`config.mk`:
```
export PLATFORM = sky130hd
export DESIGN_NAME = vmsr_bank
export DESIGN_NICKNAME = d
export VERILOG_FILES = /design/src/vmsr_slew_quant.v /design/src/vmsr_bank.v
export VERILOG_INCLUDE_DIRS = /design/src
export SDC_FILE = /design/constraint.sdc
export NUM_CORES = 1
export LEC_CHECK = 0
export BUFFER_PORTS_ARGS = -buffer_cell sky130_fd_sc_hd__buf_2
export CORE_ASPECT_RATIO = 1.4
export CORE_MARGIN = 2
export CORE_UTILIZATION = 50
export DETAILED_ROUTE_END_ITERATION = 7
export PLACE_DENSITY = 0.73
export REMOVE_ABC_BUFFERS = 1
export SLEW_MARGIN = 20
export SYNTH_ARGS = -nofsm -noshare
export SYNTH_HDL_FRONTEND = slang
export SYNTH_SLANG_ARGS = --single-unit
```
`constraint.sdc`:
```
create_clock -name ref_clk -period 11.7 [get_ports ref_clk]
set_clock_uncertainty 0.2 [all_clocks]
set_input_delay 1.755 -clock ref_clk [delete_from_list [all_inputs] [get_ports ref_clk]]
set_output_delay 1.755 -clock ref_clk [all_outputs]
set_load 0.05 [all_outputs]
```
`src/vmsr_regs.vh`:
```
`ifndef VMSR_REGS_VH
`define VMSR_REGS_VH
// Notes on behaviour
// - Low-margin target is command 26h, written by Write Word, read by Read Word.
// - Margin Low selects output target equal to low-margin value plus trim.
// - Low-margin value is a relative factor lowering the command, LSB from output mode.
// - Margin moves ramp at the programmed output slew rate.
// - Low-margin value sits in bits 9:0; bits 15:10 read zero.
// - Restore loads 496 when default bit is 0, 488 when it is 1.
// - Store derives default bit 0 for values 492 or more, else 1.
// - Out-of-range low-margin write is invalid data: set status, notify host.
// - Slew rate at 27h governs normal changes, not turn-on or turn-off ramps.
// - Slew exponent bits 15:11 read fixed 11101b, minus three.
// - Writable slew mantissa in bits 7:0; unused mantissa bits read zero.
// - Writes to read-only slew bits are ignored and leave values unchanged.
// - Mantissa reads back as written; slew uses the highest setting whose lower bound it reaches; restore loads fixed mantissa.
// - Mantissa ranges map onto eight slew settings from 0.625 to 19.53.

// Command codes.
`define VMSR_CMD_MARGIN_LOW 8'h26
`define VMSR_CMD_SLEW_RATE 8'h27

// Low-margin field and restore values.
`define VMSR_ML_MSB 9
`define VMSR_ML_DFLT0 10'h1f0
`define VMSR_ML_DFLT1 10'h1e8
`define VMSR_ML_THRESH 10'h1ec
`define VMSR_ML_RSVD_ZERO 6'h00

// Operation margin field value for Margin Low.
`define VMSR_OP_MARGIN_LOW 2'h1

// Slew register layout.
`define VMSR_SLEW_EXP 5'h1d
`define VMSR_SLEW_PAD 3'h0
`define VMSR_SLEW_MSB 7

// Lower bound of each supported slew setting; also the restore mantissa.
`define VMSR_SLEW_B1 8'h08
`define VMSR_SLEW_B2 8'h0f
`define VMSR_SLEW_B3 8'h1e
`define VMSR_SLEW_B4 8'h2a
`define VMSR_SLEW_B5 8'h3e
`define VMSR_SLEW_B6 8'h54
`define VMSR_SLEW_B7 8'h90
`define VMSR_SLEW_R0 8'h00

`endif

```
`src/vmsr_slew_quant.v`:
```
`default_nettype none
`include "vmsr_regs.vh"

module vmsr_slew_quant (
   // Stored mantissa
   input wire [7:0] mantissa,
   // Selected slew setting, 0 is slowest
   output reg [2:0] setting
);

   always @* begin
      setting = 3'h0;
      if (mantissa >= `VMSR_SLEW_B7) begin
         setting = 3'h7;
      end else if (mantissa >= `VMSR_SLEW_B6) begin
         setting = 3'h6;
      end else if (mantissa >= `VMSR_SLEW_B5) begin
         setting = 3'h5;
      end else if (mantissa >= `VMSR_SLEW_B4) begin
         setting = 3'h4;
      end else if (mantissa >= `VMSR_SLEW_B3) begin
         setting = 3'h3;
      end else if (mantissa >= `VMSR_SLEW_B2) begin
         setting = 3'h2;
      end else if (mantissa >= `VMSR_SLEW_B1) begin
         setting = 3'h1;
      end
   end

endmodule // vmsr_slew_quant
`default_nettype wire

```
`src/vmsr_bank.v`:
```
`default_nettype none
`include "vmsr_regs.vh"

module vmsr_bank (
   // Clock and reset
   input wire ref_clk,
   input wire rstn,
   // Decoded command port from the bus protocol engine
   input wire cmd_valid,
   input wire cmd_write,
   input wire [7:0] cmd_code,
   input wire [15:0] cmd_wdata,
   output reg cmd_ack_q,
   output reg cmd_unsup_q,
   output reg [15:0] rd_data_q,
   // Non-volatile store and restore
   input wire nvm_restore,
   input wire nvm_store,
   input wire nvm_lo_dflt,
   input wire [2:0] nvm_slew_sel,
   output reg low_margin_default_select_q,
   output reg [2:0] nvm_slew_sel_q,
   // Regulation context
   input wire [1:0] op_margin,
   input wire [15:0] vout_command,
   input wire [15:0] vout_trim,
   input wire [3:0] rel_frac_bits,
   input wire [15:0] vout_min,
   input wire [15:0] vout_max,
   input wire onoff_ramp,
   // Regulation outputs
   output reg [15:0] vout_target_q,
   output reg margin_low_active_q,
   output reg [2:0] slew_sel_q,
   output reg slew_enable_q,
   // Status
   input wire clear_status,
   output reg status_invalid_data_q,
   output reg host_notify_q
);

   reg [`VMSR_ML_MSB:0] ml_q;
   reg [`VMSR_ML_MSB:0] ml_d;
   reg [`VMSR_SLEW_MSB:0] slew_q;
   reg [`VMSR_SLEW_MSB:0] slew_d;
   wire [2:0] slew_setting;
   wire wr_ml;
   wire wr_slew;
   wire rd_req;
   wire mapped;
   wire signed [17:0] wr_target;
   wire signed [17:0] live_target;
   wire wr_bad;
   wire margin_low;

   // Relative factor times the command, shifted by the mode's fraction
   // bits, plus trim. Saturates at the top of 18 bits so that a small
   // fraction count cannot wrap a huge target into the valid range.
   function signed [17:0] vmsr_target;
      input [15:0] cmd;
      input [`VMSR_ML_MSB:0] ml;
      input [15:0] trim;
      input [3:0] sh;
      reg [25:0] prod;
      reg [16:0] base;
      reg signed [18:0] sum;
      begin
         prod = ({10'h000, cmd} * {16'h0000, ml}) >> sh;
         base = (|prod[25:17]) ? 17'h1ffff : prod[16:0];
         sum = $signed({2'b00, base}) + $signed({{3{trim[15]}}, trim});
         if (sum > $signed(19'h1ffff)) begin
            vmsr_target = 18'h1ffff;
         end else begin
            vmsr_target = sum[17:0];
         end
      end
   endfunction

   // Fixed restore mantissa for each supported slew setting.
   function [7:0] vmsr_slew_restore;
      input [2:0] sel;
      begin
         case (sel)
            3'h1: vmsr_slew_restore = `VMSR_SLEW_B1;
            3'h2: vmsr_slew_restore = `VMSR_SLEW_B2;
            3'h3: vmsr_slew_restore = `VMSR_SLEW_B3;
            3'h4: vmsr_slew_restore = `VMSR_SLEW_B4;
            3'h5: vmsr_slew_restore = `VMSR_SLEW_B5;
            3'h6: vmsr_slew_restore = `VMSR_SLEW_B6;
            3'h7: vmsr_slew_restore = `VMSR_SLEW_B7;
            default: vmsr_slew_restore = `VMSR_SLEW_R0;
         endcase
      end
   endfunction

   assign wr_ml = cmd_valid && cmd_write && (cmd_code == `VMSR_CMD_MARGIN_LOW);
   assign wr_slew = cmd_valid && cmd_write && (cmd_code == `VMSR_CMD_SLEW_RATE);
   assign rd_req = cmd_valid && !cmd_write;
   assign mapped = (cmd_code == `VMSR_CMD_MARGIN_LOW) || (cmd_code == `VMSR_CMD_SLEW_RATE);

   // Upper bits of the written word never reach the register.
   assign wr_target = vmsr_target(vout_command, cmd_wdata[`VMSR_ML_MSB:0], vout_trim, rel_frac_bits);
   assign wr_bad = (wr_target < $signed({2'b00, vout_min})) ||
                   (wr_target > $signed({2'b00, vout_max}));
   assign live_target = vmsr_target(vout_command, ml_q, vout_trim, rel_frac_bits);
   assign margin_low = (op_margin == `VMSR_OP_MARGIN_LOW);

   vmsr_slew_quant u_quant (
      .mantissa(slew_q),
      .setting(slew_setting)
   );

   // Restore has priority over a host write landing in the same cycle,
   // so the register always reflects the freshly loaded defaults.
   always @* begin
      ml_d = ml_q;
      slew_d = slew_q;
      if (nvm_restore) begin
         ml_d = nvm_lo_dflt ? `VMSR_ML_DFLT1 : `VMSR_ML_DFLT0;
         slew_d = vmsr_slew_restore(nvm_slew_sel);
      end else begin
         if (wr_ml && mapped && !wr_bad) begin
            ml_d = cmd_wdata[`VMSR_ML_MSB:0];
         end
         if (wr_slew) begin
            slew_d = cmd_wdata[`VMSR_SLEW_MSB:0];
         end
      end
   end

   always @(posedge ref_clk or negedge rstn) begin
      if (!rstn) begin
         ml_q <= `VMSR_ML_DFLT0;
         slew_q <= `VMSR_SLEW_R0;
      end else begin
         ml_q <= ml_d;
         slew_q <= slew_d;
      end
   end

   // Command answers, one cycle after the request.
   always @(posedge ref_clk or negedge rstn) begin
      if (!rstn) begin
         cmd_ack_q <= 1'b0;
         cmd_unsup_q <= 1'b0;
         rd_data_q <= 16'h0000;
      end else begin
         cmd_ack_q <= cmd_valid && mapped;
         cmd_unsup_q <= cmd_valid && !mapped;
         if (rd_req && (cmd_code == `VMSR_CMD_MARGIN_LOW)) begin
            rd_data_q <= {`VMSR_ML_RSVD_ZERO, ml_q};
         end else if (rd_req && (cmd_code == `VMSR_CMD_SLEW_RATE)) begin
            rd_data_q <= {`VMSR_SLEW_EXP, `VMSR_SLEW_PAD, slew_q};
         end else if (rd_req) begin
            rd_data_q <= 16'h0000;
         end
      end
   end

   // Invalid data flag; a new fault in the clearing cycle keeps it set.
   always @(posedge ref_clk or negedge rstn) begin
      if (!rstn) begin
         status_invalid_data_q <= 1'b0;
         host_notify_q <= 1'b0;
      end else begin
         if (wr_ml && wr_bad && !nvm_restore) begin
            status_invalid_data_q <= 1'b1;
         end else if (clear_status) begin
            status_invalid_data_q <= 1'b0;
         end
         host_notify_q <= wr_ml && wr_bad && !nvm_restore;
      end
   end

   // Non-volatile image: one bit for the margin, a setting for the slew.
   always @(posedge ref_clk or negedge rstn) begin
      if (!rstn) begin
         low_margin_default_select_q <= 1'b0;
         nvm_slew_sel_q <= 3'h0;
      end else if (nvm_store) begin
         low_margin_default_select_q <= (ml_q < `VMSR_ML_THRESH);
         nvm_slew_sel_q <= slew_setting;
      end
   end

   // Regulation outputs. The slew setting is only honoured outside the
   // turn-on and turn-off ramps, which use their own timing.
   always @(posedge ref_clk or negedge rstn) begin
      if (!rstn) begin
         vout_target_q <= 16'h0000;
         margin_low_active_q <= 1'b0;
         slew_sel_q <= 3'h0;
         slew_enable_q <= 1'b0;
      end else begin
         margin_low_active_q <= margin_low;
         slew_sel_q <= slew_setting;
         slew_enable_q <= !onoff_ramp;
         if (!margin_low) begin
            vout_target_q <= vout_command;
         end else if (live_target < $signed(18'h00000)) begin
            vout_target_q <= 16'h0000;
         end else if (live_target[17:16] != 2'b00) begin
            vout_target_q <= 16'hffff;
         end else begin
            vout_target_q <= live_target[15:0];
         end
      end
   end

endmodule // vmsr_bank
`default_nettype wire

```
Yosys cells after proc, flatten, opt, wreduce, memory -nomap -nowiden
Cells that the tools add are included.
Word-level totals
  flip-flop bits (word level): 63
  input port bits: 106
Cells by class
  shifts and indexed selects: 2
  equal/unequal tests: 10
  multiplexer cells: 25
  multiply operators: 2
  add/sub/neg operators: 2
  order comparisons: 13
  reductions and logical operators: 26
Operators by type and width (number)
  16-bit 2-to-1 mux: 6
  8-bit one-hot mux with 7 select lines: 1
  16-bit by 10-bit multiplier with 26-bit output: 2
  26-bit by 4-bit right shift with 26-bit output: 2
  18-bit by 16-bit adder with 19-bit output: 2
  19-bit by 18-bit greater-than comparator with 1-bit output (second input constant): 2
  18-bit 2-to-1 mux: 2
  17-bit 2-to-1 mux: 2
  10-bit 2-to-1 mux: 2
  18-bit by 17-bit greater-than comparator with 1-bit output: 1
  18-bit by 1-bit less-than comparator with 1-bit output (second input constant): 1
  18-bit by 17-bit less-than comparator with 1-bit output: 1
  3-bit 2-to-1 mux: 6
  9-bit OR reduction: 2
  8-bit by 6-bit == test with 1-bit output (second input constant): 2
  8-bit by 4-bit >= comparator with 1-bit output (second input constant): 2
  8-bit by 6-bit >= comparator with 1-bit output (second input constant): 2
  8-bit 2-to-1 mux: 2
  3-bit == test (second input constant): 4
  1-bit logical AND: 12
  10-bit by 9-bit less-than comparator with 1-bit output (second input constant): 1
  8-bit by 5-bit >= comparator with 1-bit output (second input constant): 1
  8-bit by 7-bit >= comparator with 1-bit output (second input constant): 1
  8-bit >= comparator (second input constant): 1
  other kinds (9): 20

Longest topological paths before layout
Gate-level depths: netlist of the first run.
  word-level depth: 13
  depth in mapped cells: 50
  gate-level depth less buffers: 44

By module
Synthesis of the first run repeated with hierarchy kept, for this count alone.
Unflattened totals
  cell total of the unflattened synthesis: 2373
  area total of the unflattened synthesis: 19313.5 µm²
By module, submodules not included
  vmsr_bank: times used 1, area an instance 19203.4 µm², cells an instance 2355
  vmsr_slew_quant: times used 1, area an instance 110.1 µm², cells an instance 18

Worst setup path after synthesis of the first run
No wires, ideal clock.
  path kind: input -> register
  start point: input cmd_wdata[3]
  end point: register ml_q[4]
  setup time: 82 ps
  stages: 46
  path slack: -1094 ps
  buffers on the path: 4
  arrival: 12512 ps
  path through: clkbuf_1 clkbuf_1 nand2_1 fa_1 inv_1 fa_1 fa_1 fa_1 inv_1 fa_1 inv_1 ha_1 a21oi_2 nor3b_1 a211o_1 or4_1 and4_4 a21o_1 [10 not listed] nor3_1 o211ai_1 nand2_1 nand3_1 o31a_1 clkbuf_1 nand2_1 ha_1 a21o_1 a21o_1 a21o_1 a21oi_1 o21ai_0 a31o_2 nor2b_1 a221o_1 or3b_1 o211ai_1
On the way
  cells in the longest elaborated chain, start to end: 12
  elaborated cells between the ends (all ways): 13
  those cells by class: add/sub (1); mul (1); order compare (3); shift (1); mux (2); reduce/logical (5)
RTL lines
  from (decl): line vmsr_bank.v:12  | input wire [15:0] cmd_wdata,
  16-bit by 10-bit multiplier with 26-bit output *: line vmsr_bank.v:68  | prod = ({10'h000, cmd} * {16'h0000, ml}) >> sh;
  26-bit by 4-bit right shift with 26-bit output *: line vmsr_bank.v:68
  9-bit OR reduction: line vmsr_bank.v:69  | base = (|prod[25:17]) ? 17'h1ffff : prod[16:0];
  17-bit 2-to-1 mux *: line vmsr_bank.v:69
  18-bit by 16-bit adder with 19-bit output *: line vmsr_bank.v:70  | sum = $signed({2'b00, base}) + $signed({{3{trim[15]}}, trim});
  19-bit by 18-bit greater-than comparator with 1-bit output: line vmsr_bank.v:71  | if (sum > $signed(19'h1ffff)) begin
  18-bit 2-to-1 mux *: line vmsr_bank.v:71
  18-bit by 17-bit less-than comparator with 1-bit output / 18-bit by 17-bit greater-than comparator with 1-bit output (equally long branches): line vmsr_bank.v:103, vmsr_bank.v:104
  1-bit logical OR *: line vmsr_bank.v:103  | assign wr_bad = (wr_target < $signed({2'b00, vout_min})) ||
  1-bit zero test *: line vmsr_bank.v:122  | if (wr_ml && mapped && !wr_bad) begin
  1-bit logical AND *: line vmsr_bank.v:122
  2-bit nonzero test (no line) *
  to (signal assigned): line vmsr_bank.v:133  | ml_q <= `VMSR_ML_DFLT0;
  to (signal assigned): line vmsr_bank.v:136  | ml_q <= ml_d;
  to (decl): line vmsr_bank.v:42  | reg [`VMSR_ML_MSB:0] ml_q;
Every way passes the cells marked *; elsewhere a longest branch is shown, timed or not.
A chain may end at the register's enable or synchronous reset.

Worst setup path in the final report of the first run
  start point: input vout_command[11]
  end point: register ml_q[4]
On the way
  cells in the longest elaborated chain, start to end: 12
  elaborated cells between the ends (all ways): 13
  those cells by class: add/sub (1); mul (1); order compare (3); shift (1); mux (2); reduce/logical (5)
RTL lines
  from (decl): line vmsr_bank.v:25  | input wire [15:0] vout_command,
  16-bit by 10-bit multiplier with 26-bit output *: line vmsr_bank.v:68
  26-bit by 4-bit right shift with 26-bit output *: line vmsr_bank.v:68
  9-bit OR reduction: line vmsr_bank.v:69
  17-bit 2-to-1 mux *: line vmsr_bank.v:69
  18-bit by 16-bit adder with 19-bit output *: line vmsr_bank.v:70
  19-bit by 18-bit greater-than comparator with 1-bit output: line vmsr_bank.v:71
  18-bit 2-to-1 mux *: line vmsr_bank.v:71
  18-bit by 17-bit less-than comparator with 1-bit output / 18-bit by 17-bit greater-than comparator with 1-bit output (equally long branches): line vmsr_bank.v:103, vmsr_bank.v:104
  1-bit logical OR *: line vmsr_bank.v:103
  1-bit zero test *: line vmsr_bank.v:122
  1-bit logical AND *: line vmsr_bank.v:122
  2-bit nonzero test (no line) *
Marked as above.

==> results of run 1 <==
==> state kept, by name, indices dropped and copies added, names as in the netlist <==
signal,count
vout_target_q,16
rd_data_q,11
ml_q,10
slew_q,8
nvm_slew_sel_q,3
slew_sel_q,3
cmd_ack_q,1
cmd_unsup_q,1
host_notify_q,1
low_margin_default_select_q,1
margin_low_active_q,1
slew_enable_q,1
status_invalid_data_q,1
==> stage by stage <==
step	setup TNS [ns]	worst slack [ns]	instances	utilization, %	hold slack [ns]
2_1_floorplan	-6.38	-0.723	2186	-	0.355
3_3_place_gp	-18.04	-1.58	3090	58.4	0.257
3_5_place_dp	-22.95	-2.02	3090	58.4	0.265
4_1_cts	-4.67	-0.478	3146	62.6	0.279
5_1_grt	-11.45	-1.07	3160	63.4	0.309
6_report	-7.74	-0.758	3160	63.4	0.277
==> cell usage in the layout, fill, tap and decap left out, drive strengths merged, types with 7 or more instances in the layout <==
| cell type | n |
|---|---|
| nand2b | 21 |
| nand4 | 19 |
| ha | 190 |
| nor2b | 16 |
| o211ai | 35 |
| o31a | 7 |
| nor3 | 30 |
| and3 | 17 |
| clkbuf | 10 |
| inv | 312 |
| mux2i | 58 |
| a21o | 28 |
| and2 | 216 |
| fa | 222 |
| or2 | 8 |
| nand2 | 268 |
| or3 | 13 |
| xor2 | 25 |
| nor2 | 110 |
| a31oi | 22 |
| mux2 | 15 |
| a211oi | 22 |
| o21bai | 7 |
| o21a | 21 |
| buf | 483 |
| nand3 | 47 |
| xnor2 | 36 |
| a21oi | 106 |
| o31ai | 23 |
| a211o | 11 |
| dfrtp | 53 |
| mux4 | 26 |
| o21ai | 93 |
==> kinds of logic (layout without fill, tap and decap cells) <==
logic type	after synthesis	in the layout	synth area share (%)
flip-flops	58	58	7.70
adder cells (fa/ha/maj)	412	412	36.0
buffers and inverters	449	810	9.19
other	1	2	0.0198
AO/OA/AOI/OAI	445	446	15.9
XOR/XNOR	61	61	2.82
multiplexers	99	99	7.07
AND/OR/NAND/NOR	799	799	21.3
==> cell type report <==
| cell class | instances | area share, % |
|---|---|---|
| flip-flops and latches | 58 | 6.14 |
| multi-input cells | 1819 | 69.9 |
| clock buffers | 9 | 0.949 |
| inverters | 310 | 4.91 |
| well taps | 473 | 2.49 |
| repair buffers | 484 | 15.2 |
| clock inverters | 7 | 0.427 |
==> what timing repair did <==
item	CTS	global route
cloned	2	1
endpoints found under the setup margin	12	26
pin swaps	101	46
setup buffers	38	16
gates resized for setup	193	48
==> worst reg2reg max path: cells and delay by family, from the launching register on <==
kind                       cells  cell delay (ns)
AOI/OAI and AO/OA             14             3.65
adders and majority gates      8             3.42
buffers and inverters          5             0.49
DFF                            1             0.90
and+or+nand+nor                6             1.23
==> routing by layer <==
metal  vias to the layer above  share of wire, %  GRT usage [%]
li1                       8511                 -              -
met1                      9001                38           36.0
met2                       656                50           55.7
met3                       209               5.0           2.82
met4                         0               6.5           17.6
met5                         -                 0              0
==> worst paths after layout <==
path,start,endpoint,slack (ns),depth (start not counted)
hold / removal,rd_data_q[3],rd_data_q[3],0.28,2
setup reg to reg,ml_q[3],vout_target_q[15],1.69,33
min in group asynchronous,rstn,ml_q[1],1.35,2
hold reg to reg,rd_data_q[3],rd_data_q[3],0.28,2
max in group asynchronous,rstn,vout_target_q[12],9.42,2
setup / recovery,vout_command[11],ml_q[4],-0.76,45
==> run summary, run 1 <==
The flow ran to the end, but the final reports show violations. The final reports fail on negative setup slack. Yosys attributes the largest share of cell area to sky130_fd_sc_hd__fa_1 23%, sky130_fd_sc_hd__ha_1 13%, sky130_fd_sc_hd__and2_1 7.1%. The die is 168 um wide. For this run, the slowest stage of the critical path takes 0.55 ns. Together, buffers and inverters on the worst path number 6. For the finished layout, the period the worst path requires is 12.46 ns.

Proportion of synthesized flip-flops having asynchronous set or reset: 100%. In the post-synthesis netlist, the cell with the most instances is sky130_fd_sc_hd__inv_1. The aggregate global routing overflow was 0. The final layout contains 3200 nets. TritonCTS built the clock tree.

The placed cell area is 21900 um^2, and the final-report hold violation count is 0. Data on the critical path arrives at its endpoint at 12.53 ns. Clock network latency to the later pin of the worst-skew pair: 0.35 ns. In the synthesized netlist the dominant register cell turns out to be sky130_fd_sc_hd__dfrtp_1. The Yosys step of the flow raised 0 warnings. The logs give 3 for the H-tree depth reported by CTS and 9 for the number of buffers added by the clock tree synthesis step. The average cell area after synthesis was 8.15 um^2. The sequential cells in the finished layout cover a total of 1460 um^2. For the number of standard-cell rows in the floorplan, the log shows 84. The class of the most critical setup path was in2reg. Routability-driven placement finished with a final weighted congestion of 0.972. The mapped netlist covers 18900 um^2. The run gives 16600 um^2 as the footprint of the multi-input gates.

The vertical die dimension came out at 234 um. In this run the biggest area consumer among cell types represents 23.5% of the synthesized area. Setup violations remaining at the end of the flow were counted as 12.

In the global route stage, overall resource usage came out at 30.9%. The synthesized design contains 58 register bits. For the unique cell type count in the Yosys netlist, the log shows 91. The category of the worst setup path launch point is an input port.

For this block, the initial DRC count from the detailed router was 1434. The number of global-route vias before repair was 19200; the average wire per standard cell was 19.3 um. The cell family contributing the most delay on the critical path is compound AO/OA/AOI/OAI gates. In the synthesized netlist, the cells that appear most often are 308 x sky130_fd_sc_hd__inv_1, 268 x sky130_fd_sc_hd__nand2_1, 222 x sky130_fd_sc_hd__fa_1. Headroom to the max-slew limit: 29.0%.

The CTS clock-pin slew for the worst setup and hold paths is 0.06 ns. For the initial antenna violation count, the log shows 0. For this design, the sink count on the clock tree is 58.

The number of hold buffers added after cts was 0; the biggest fanout along the worst timing path was 7. Of the synthesized area, sequential elements account for 7.70%. The least setup slack across all paths after layout is -0.758 ns. The cell taking the most area after synthesis was sky130_fd_sc_hd__fa_1. For the total wire length, the log shows 61.1 mm. For the number of detailed-route iterations in the first pass, the log shows 5. Once detailed placement completed, the half-perimeter wirelength came to 47.9 mm. The die covers 39500 um^2.

The count of pins over their slew limit came out at 0. The tree is rooted in a sky130_fd_sc_hd__clkbuf_16. The count of antenna diodes in the layout is 0. After technology mapping, the gate count stands at 2324. The kind of end point of the critical path is a register. Worst min-delay path category: reg2reg. The logs give 97.0 mm for the wire length of the first global-routing pass and 80.3 MHz for the achievable frequency.

Once layout is done, the placed cells without fillers occupy 23700 um^2. The number of flops mapped to enable cells by yosys came out at 0. The worst path uses 106% of the clock period. The floorplan step defined a core boundary enclosing 37400 um^2. The run gives 59 as the maximum number of pins on one net before global-route repair.

Across the run, the number of max-cap violations was 0. The required time of the worst setup path is 11.77 ns, and the share of post-route cells with drive strength above 1 is 26.1%. The longest clock path from root to sink contains 2 buffers. At the pin with the least slew margin, the transition time is 1.06 ns.

For this configuration, the core starts out at a cell density of 50.6%. The number of buffers added on ports was 142; the antenna violation net count after detailed routing was 0. After detailed routing, the number of remaining DRC violations is 0. The cell that appears most often on the critical path is sky130_fd_sc_hd__a21o_1. The post-synthesis to final-layout area growth was 25.3%; the number of inserted filler cells in the final layout was 3084. The via count was 18400. Setup repair after global routing could not meet its margin everywhere. The via density per instance was 5.82; the top-level port count was 151. The slowest stage of the critical path belongs to the cell sky130_fd_sc_hd__fa_1.
Power of run 1 is left out: the tool's default activity adds up to more than one toggle a clock period on the data nets, which glitch-free logic cannot reach.
==> run 2: changes to the inputs <==
--- a/config.mk
+++ b/config.mk
@@ -6,13 +6,14 @@
 export SDC_FILE = /design/constraint.sdc
 export NUM_CORES = 1
 export LEC_CHECK = 0
-export BUFFER_PORTS_ARGS = -buffer_cell sky130_fd_sc_hd__buf_2
+export BUFFER_PORTS_ARGS = -buffer_cell sky130_fd_sc_hd__buf_4
 export CORE_ASPECT_RATIO = 1.4
 export CORE_MARGIN = 2
 export CORE_UTILIZATION = 50
 export DETAILED_ROUTE_END_ITERATION = 7
 export PLACE_DENSITY = 0.73
 export REMOVE_ABC_BUFFERS = 1
+export SETUP_SLACK_MARGIN = 0.05
 export SLEW_MARGIN = 20
 export SYNTH_ARGS = -nofsm -noshare
 export SYNTH_HDL_FRONTEND = slang
==> run 2 against run 1 <==
Against the previous run:
- register-to-register slack got worse by 0.07 ns
- the run still ends with negative setup slack left
- wire length decreased by 3.3%
- final area fell by 0.20%
- via count fell by 1.3%
- first-iteration DRC count down 20%
- flip-flop and latch count is the same
- critical path type unchanged
- highest routed layer unchanged
- critical path depth rose by 2
- cell count decreased by 1.4%
- worst hold slack improved by 0.011 ns
==> run summary, run 2 (synthesized netlist as in run 1, its figures left out) <==
The run finished, with violations left. The final reports fail on negative setup slack. The worst setup path is of the in2reg kind. In this run, the number of DRC markers left after iteration 0 of detailed routing was 1145. The final hold slack is 0.287 ns. The floorplan die width is 168 um. The tools report the initial cell density of the core as 50.6%. For this run, the post-layout net count is 3157. The shortest clock period the worst path allows after layout works out to 12.30 ns. For the wire length of the first global-routing pass, the log shows 95.9 mm. For the number of inserted filler cells in the final layout, the log shows 3104. In the final layout, flip-flops and latches occupy 1460 um^2.

The tools report the number of endpoints failing setup at the final stage as 12. After detailed routing, the number of vias per cell comes to 5.82. The congestion estimate from routability-driven global placement came to 0.937.

For the count of antenna diodes in the layout, the log shows 0. TritonCTS built the clock tree. The final-report hold violation count came out at 0.

The transition time at the pin with the least slew margin is 0.920 ns. The worst setup path is launched from an input port. The initial antenna violation count is 0.

The largest registers in the layout are vout_target_q x16, rd_data_q x11, ml_q x10. The finished cells cover 23700 um^2. The number of buffers added on ports works out to 142. The antenna violation net count after detailed routing is 0, and the detailed placement HPWL is 46.6 mm.

The root buffer cell chosen for the clock tree is sky130_fd_sc_hd__clkbuf_16. Share of post-route cells with drive strength above 1: 24.6%. The total wire length was 59.1 mm.

Worst min-delay path category: reg2reg. The count of pins over their slew limit is 0. Among all stages on the critical path, the largest delay is contributed by sky130_fd_sc_hd__fa_1. The die covers 39500 um^2. The number of flip-flops under the largest register name works out to 16. Register name with the most flops: vout_target_q. The tools report the number of hold buffers added after cts as 0. The tools report the number of standard-cell rows in the floorplan as 84.

Across every metal layer, demand over resource in global routing totals 30.4%. Setup repair after global routing could not meet its margin everywhere. Measured along the y axis, the die boundary spans 234 um.

The run gives 19100 as the number of global-route vias before repair. The number of detailed-route iterations in the first pass came out at 5. The library cell used most frequently in the layout, excluding fill and tap cells, is sky130_fd_sc_hd__buf_4.

After detailed routing, the average wire length per cell comes to 19.0 um. During I/O placement, the number of pins put on the boundary was 151. The footprint of the multi-input gates is 16500 um^2, and the aggregate global routing overflow is 0.

The logs give -0.598 ns for the least setup slack across all paths after layout and 0 for the number of max-cap violations. Along the worst path, the maximum fanout reaches 7. The placed cell area is 22000 um^2. In this design, the stage delay of the slowest critical-path cell is 0.55 ns. After clock tree synthesis, the clock-pin slew on the worst setup and hold paths is 0.06 ns. The tools report the post-route DRC violation count as 0. The top cell types in the final layout, fill and taps aside, are 403 x sky130_fd_sc_hd__buf_4, 297 x sky130_fd_sc_hd__inv_1, 256 x sky130_fd_sc_hd__nand2_1. Buffers inserted during clock tree synthesis total 9.

The area growth from synthesis to layout is 25.0%. For this design, the sink count on the clock tree is 58. The achievable frequency was 81.3 MHz; the data arrival time at the worst-slack endpoint was 12.36 ns. The H-tree depth reported by CTS was 3; the required time of the worst setup path was 11.76 ns.

Headroom to the max-slew limit came out at 38.2%. The later pin in the worst-skew pair is clocked with a latency of 0.35 ns. Counting along the longest clock path gives a buffer depth of 2. Kind of end point of the critical path: a register. After floorplanning, the core was sized to cover 37400 um^2. The final critical-path share of the clock period was 105%; the maximum number of pins on one net before global-route repair was 59.

The detailed router placed 18100 vias in this run.
==> run 2: cell types whose count changed in the layout (fill, tap and decap cells not counted), moves of 6 or more <==
cell | previous run | this run
sky130_fd_sc_hd__buf_2 | 120 | 0
sky130_fd_sc_hd__ha_1 | 163 | 169
sky130_fd_sc_hd__buf_4 | 320 | 403
sky130_fd_sc_hd__buf_6 | 31 | 22
==> run 2: repair_timing <==
action                                  4_1_cts  5_1_grt
endpoints found under the setup margin       12       15
pin swaps                                    97       37
setup buffers                                25        9
resized for setup                           173       40
gates cloned                                  3        0
==> run 2: critical path, delay by kind of cell <==
family          cells  cell delay (ns)
compound gates     17             4.13
fa+ha+maj           9             3.38
simple gates       10             1.74
mux                 1             0.36
buf+inv            10             0.95
==> run 2: final cells by class <==
type	instances	area share (%)
multi-input combinational	1819	69.8
clock buffer	9	0.951
inverter	310	4.91
clock inverter	7	0.528
tap	473	2.50
sequential	58	6.16
timing repair buffer	441	15.1
==> run 2: metrics by stage <==
stage	instances	setup WS, ns	setup TNS [ns]	utilization [%]
2_1_floorplan	2186	-0.723	-6.38	-
3_3_place_gp	3065	-1.50	-17.02	58.8
3_5_place_dp	3065	-1.84	-21.15	58.8
4_1_cts	3109	-0.444	-3.62	62.6
5_1_grt	3117	-0.935	-9.56	63.3
6_report	3117	-0.598	-5.42	63.3
==> run 2: final timing paths <==
path / endpoint / slack (ns) / from / depth (start not counted)
worst max register to register: vout_target_q[10] / 1.62 / ml_q[3] / 33
min in group asynchronous: ml_q[3] / 1.27 / rstn / 1
worst max-delay path: ml_q[4] / -0.60 / vout_command[3] / 47
worst min-delay path: rd_data_q[6] / 0.29 / rd_data_q[6] / 2
worst min register to register: rd_data_q[6] / 0.29 / rd_data_q[6] / 2
max in group asynchronous: vout_target_q[13] / 9.51 / rstn / 1
==> run 2: per-layer routing <==
metal / vias up / wire length [um] / GRT usage (%)
met3: 194 / 3100 / 3.34
li1: 8441 / - / -
met5: - / 0 / 0
met2: 576 / 29600 / 54.6
met1: 8929 / 22900 / 35.7
met4: 0 / 3510 / 16.2
Power of run 2 is left out for the same reason.
==> run 3: changes to the inputs <==
--- a/config.mk
+++ b/config.mk
@@ -6,15 +6,16 @@
 export SDC_FILE = /design/constraint.sdc
 export NUM_CORES = 1
 export LEC_CHECK = 0
-export BUFFER_PORTS_ARGS = -buffer_cell sky130_fd_sc_hd__buf_4
 export CORE_ASPECT_RATIO = 1.4
 export CORE_MARGIN = 2
 export CORE_UTILIZATION = 50
 export DETAILED_ROUTE_END_ITERATION = 7
-export PLACE_DENSITY = 0.73
+export DONT_BUFFER_PORTS = 1
+export PLACE_DENSITY = 0.7
 export REMOVE_ABC_BUFFERS = 1
 export SETUP_SLACK_MARGIN = 0.05
 export SLEW_MARGIN = 20
 export SYNTH_ARGS = -nofsm -noshare
 export SYNTH_HDL_FRONTEND = slang
 export SYNTH_SLANG_ARGS = --single-unit
+export TNS_END_PERCENT = 5
==> run 3 against run 2 <==
Against the previous run:
- the flow still finishes with violations (negative setup slack)
- utilization fell by 5.4 points
- die area did not move
- final area fell by 8.5%
- sequential share of layout area rose by 0.57 points
- critical path depth did not move
- count of clock-buffer cells in the layout rose by 1
- worst hold slack improved by 0.20 ns
- non-clock buffer count fell by 224
- setup slack improved by 0.20 ns
- register-to-register slack got worse by 0.33 ns
- flip-flop and latch count did not move
==> run summary, run 3 (synthesized netlist as in run 1, its figures left out) <==
CTS saw 58 sinks. Data on the critical path is required at its endpoint by 11.72 ns. Across all register-to-register paths, the minimum setup slack is 1.29 ns.

TritonCTS built the clock tree. The worst register-to-register path ends at vout_target_q[11]. The share of post-route cells with drive strength above 1 was 17.0%. Leaving out fill and tap cells, the most frequent cell in the layout is sky130_fd_sc_hd__inv_1.

The vertical die dimension was 234 um. The data arrival time at the worst-slack endpoint came out at 12.12 ns. Across the run, the number of max-cap violations was 0. The number of hold buffers added after cts is 0, and the final RePlAce weighted congestion is 0.916.

The global routing met1 resource utilization came out at 33.0%. At the pin with the least slew margin, the transition time is 0.951 ns. Setup repair after global routing could not meet its margin everywhere. The wire length of the first global-routing pass is 91.1 mm, and the post-route DRC violation count is 0.

Counting flops per register, the top entry is vout_target_q. Class of the most critical setup path: in2reg. Clock latency on the worst-skew pair, taken at its later pin, is 0.33 ns. Adding up every negative setup slack in the final design gives -3.83 ns. The most used cell along the critical path is sky130_fd_sc_hd__fa_1.

For the met3 layer usage reported by global route, the log shows 2.87%. Among all stages on the critical path, the largest delay is contributed by sky130_fd_sc_hd__fa_1. After floorplanning, the core was sized to cover 37400 um^2. The count of nets after finishing came out at 2933. Setup violations remaining at the end of the flow were counted as 12.

The number of buffers added by the clock tree synthesis step was 9. Along the worst hold path, the cell count comes to 2. The number of placed instances, taps included, is 2847. For this run, the share of the core covered by cells in the final layout is 57.9%.

The antenna violation net count after detailed routing is 0, and the least setup slack across all paths after layout is -0.401 ns. After the first detailed-routing iteration, the DRC count stood at 916. The run gives 1 as the initial antenna violation count. Along the worst path, the maximum fanout reaches 17.

Once the floorplan was initialized, standard cells occupied 50.6% of the core. Grouping stages by cell kind, the critical path spends the most delay in compound AO/OA/AOI/OAI gates. The met2 track utilization from global routing was 53.0%; the top-level port count was 151. In the layout the commonest cells are 300 x sky130_fd_sc_hd__inv_1, 257 x sky130_fd_sc_hd__nand2_1, 217 x sky130_fd_sc_hd__fa_1.

Together, buffers and inverters on the worst path number 9. After clock tree synthesis, the clock-pin slew on the worst setup and hold paths is 0.06 ns. The count of pins over their slew limit is 0. Summing over every cut layer, the via total after detailed routing is 17200.

On the worst path, the slowest cell contributes a delay of 0.58 ns. The final non-filler cell total is 2893, and the aggregate global routing overflow is 0. The number of buffers added on ports is 0.

In the final routed layout, each cell accounts on average for 19.2 um. STA classifies the critical path startpoint as an input port. Maximum number of buffers from clock root to sink: 2. Static timing analysis puts the maximum clock frequency at 82.6 MHz.

The run gives 39500 um^2 as the floorplan die area. The routed design has 55.7 mm of wire. The tools report the end point of the most critical hold path as slew_q[1]. The largest registers in the layout are vout_target_q x16, rd_data_q x11, ml_q x10. The tools report the count of antenna diodes in the layout as 0. The floorplan step set the die width to 168 um. In this run the most critical hold path is launched from slew_q[1]. The number of cells on the worst reg-to-reg path was 33. Number of logic stages on the critical path including buffering: 47.

The tools report the H-tree depth reported by CTS as 3. In this run the worst hold path is classified as reg2reg. The final reports fail on negative setup slack. The tools report the number of global-route vias before repair as 18200.

Before antenna repair, the detailed router went through 5 iterations. Maximum number of pins on one net before global-route repair: 59. Global routing consumed, over all layers together, 28.7% of the routing resources. STA classifies the critical path endpoint as a register. The final critical-path share of the clock period works out to 103%. The run finished, with violations left.

The via density per instance is 5.95. Subtracting the final worst setup slack from the clock period gives 12.10 ns. The number of flip-flops under the largest register name was 16.

Tracing the worst setup path back leads to its startpoint at cmd_wdata[9]. The number of inserted filler cells in the final layout came out at 3304. The detailed placement HPWL was 42.8 mm; the final-report hold violation count was 0. Compared with the post-synthesis result, the final layout area differs by 14.5%. The floorplan has 84 rows. In this run the clock root is driven by a sky130_fd_sc_hd__clkbuf_16. The worst pin sits at a relative slew slack of 36.6%. In this run the critical register-to-register path is launched from ml_q[1]. The global routing stage identified its most utilized layer as met2.
run 3: metrics by stage:
stage               setup WS [ns]  instance area [um^2]  hold slack [ns]
floorplan                  -0.723                 18400            0.355
global placement            -1.16                 20400            0.427
detailed placement          -1.44                 20400            0.463
CTS                        -0.320                 21400            0.476
global route               -0.765                 21700            0.517
finish                     -0.401                 21700            0.483
run 3: what timing repair did:
item                                    CTS  global route
resized for setup                       104            45
pin swaps                                99            51
buffers inserted                         25             4
gates cloned                              1             0
endpoints found under the setup margin   12            12
run 3: worst max-delay path by stage:
| stage | endpoint | slack, ns |
|---|---|---|
| floorplan | ml_q[4] | -0.72 |
| global placement | ml_q[4] | -1.16 |
| detailed placement | ml_q[6] | -1.44 |
| CTS | ml_q[4] | -0.32 |
| global route | ml_q[5] | -0.76 |
| finish | ml_q[1] | -0.40 |
run 3: area by class of cell:
class / count / area [um^2] / area share (%)
Multi-Input combinational cell: 1819 / 16500 / 76.0
Timing Repair Buffer: 217 / 1700 / 7.86
Sequential cell: 58 / 1460 / 6.73
Inverter: 310 / 1160 / 5.37
Tap cell: 473 / 592 / 2.73
Clock buffer: 10 / 239 / 1.10
Clock inverter: 6 / 41.3 / 0.190
run 3: layer usage:
metal  vias to the layer above  wire length (um)
met5                         -                 0
met4                         0              3210
met3                       172              2500
met2                       541             28300
met1                      8515             21700
li1                       7976                 -
run 3: worst register-to-register path, delay by kind of cell (launching register included):
kind | cells | cell delay (ns)
compound gates | 14 | 4.05
fa+ha+maj | 8 | 3.48
buf+inv | 5 | 0.51
flops | 1 | 0.78
simple gates | 6 | 1.21
Power of run 3 is left out for the same reason.
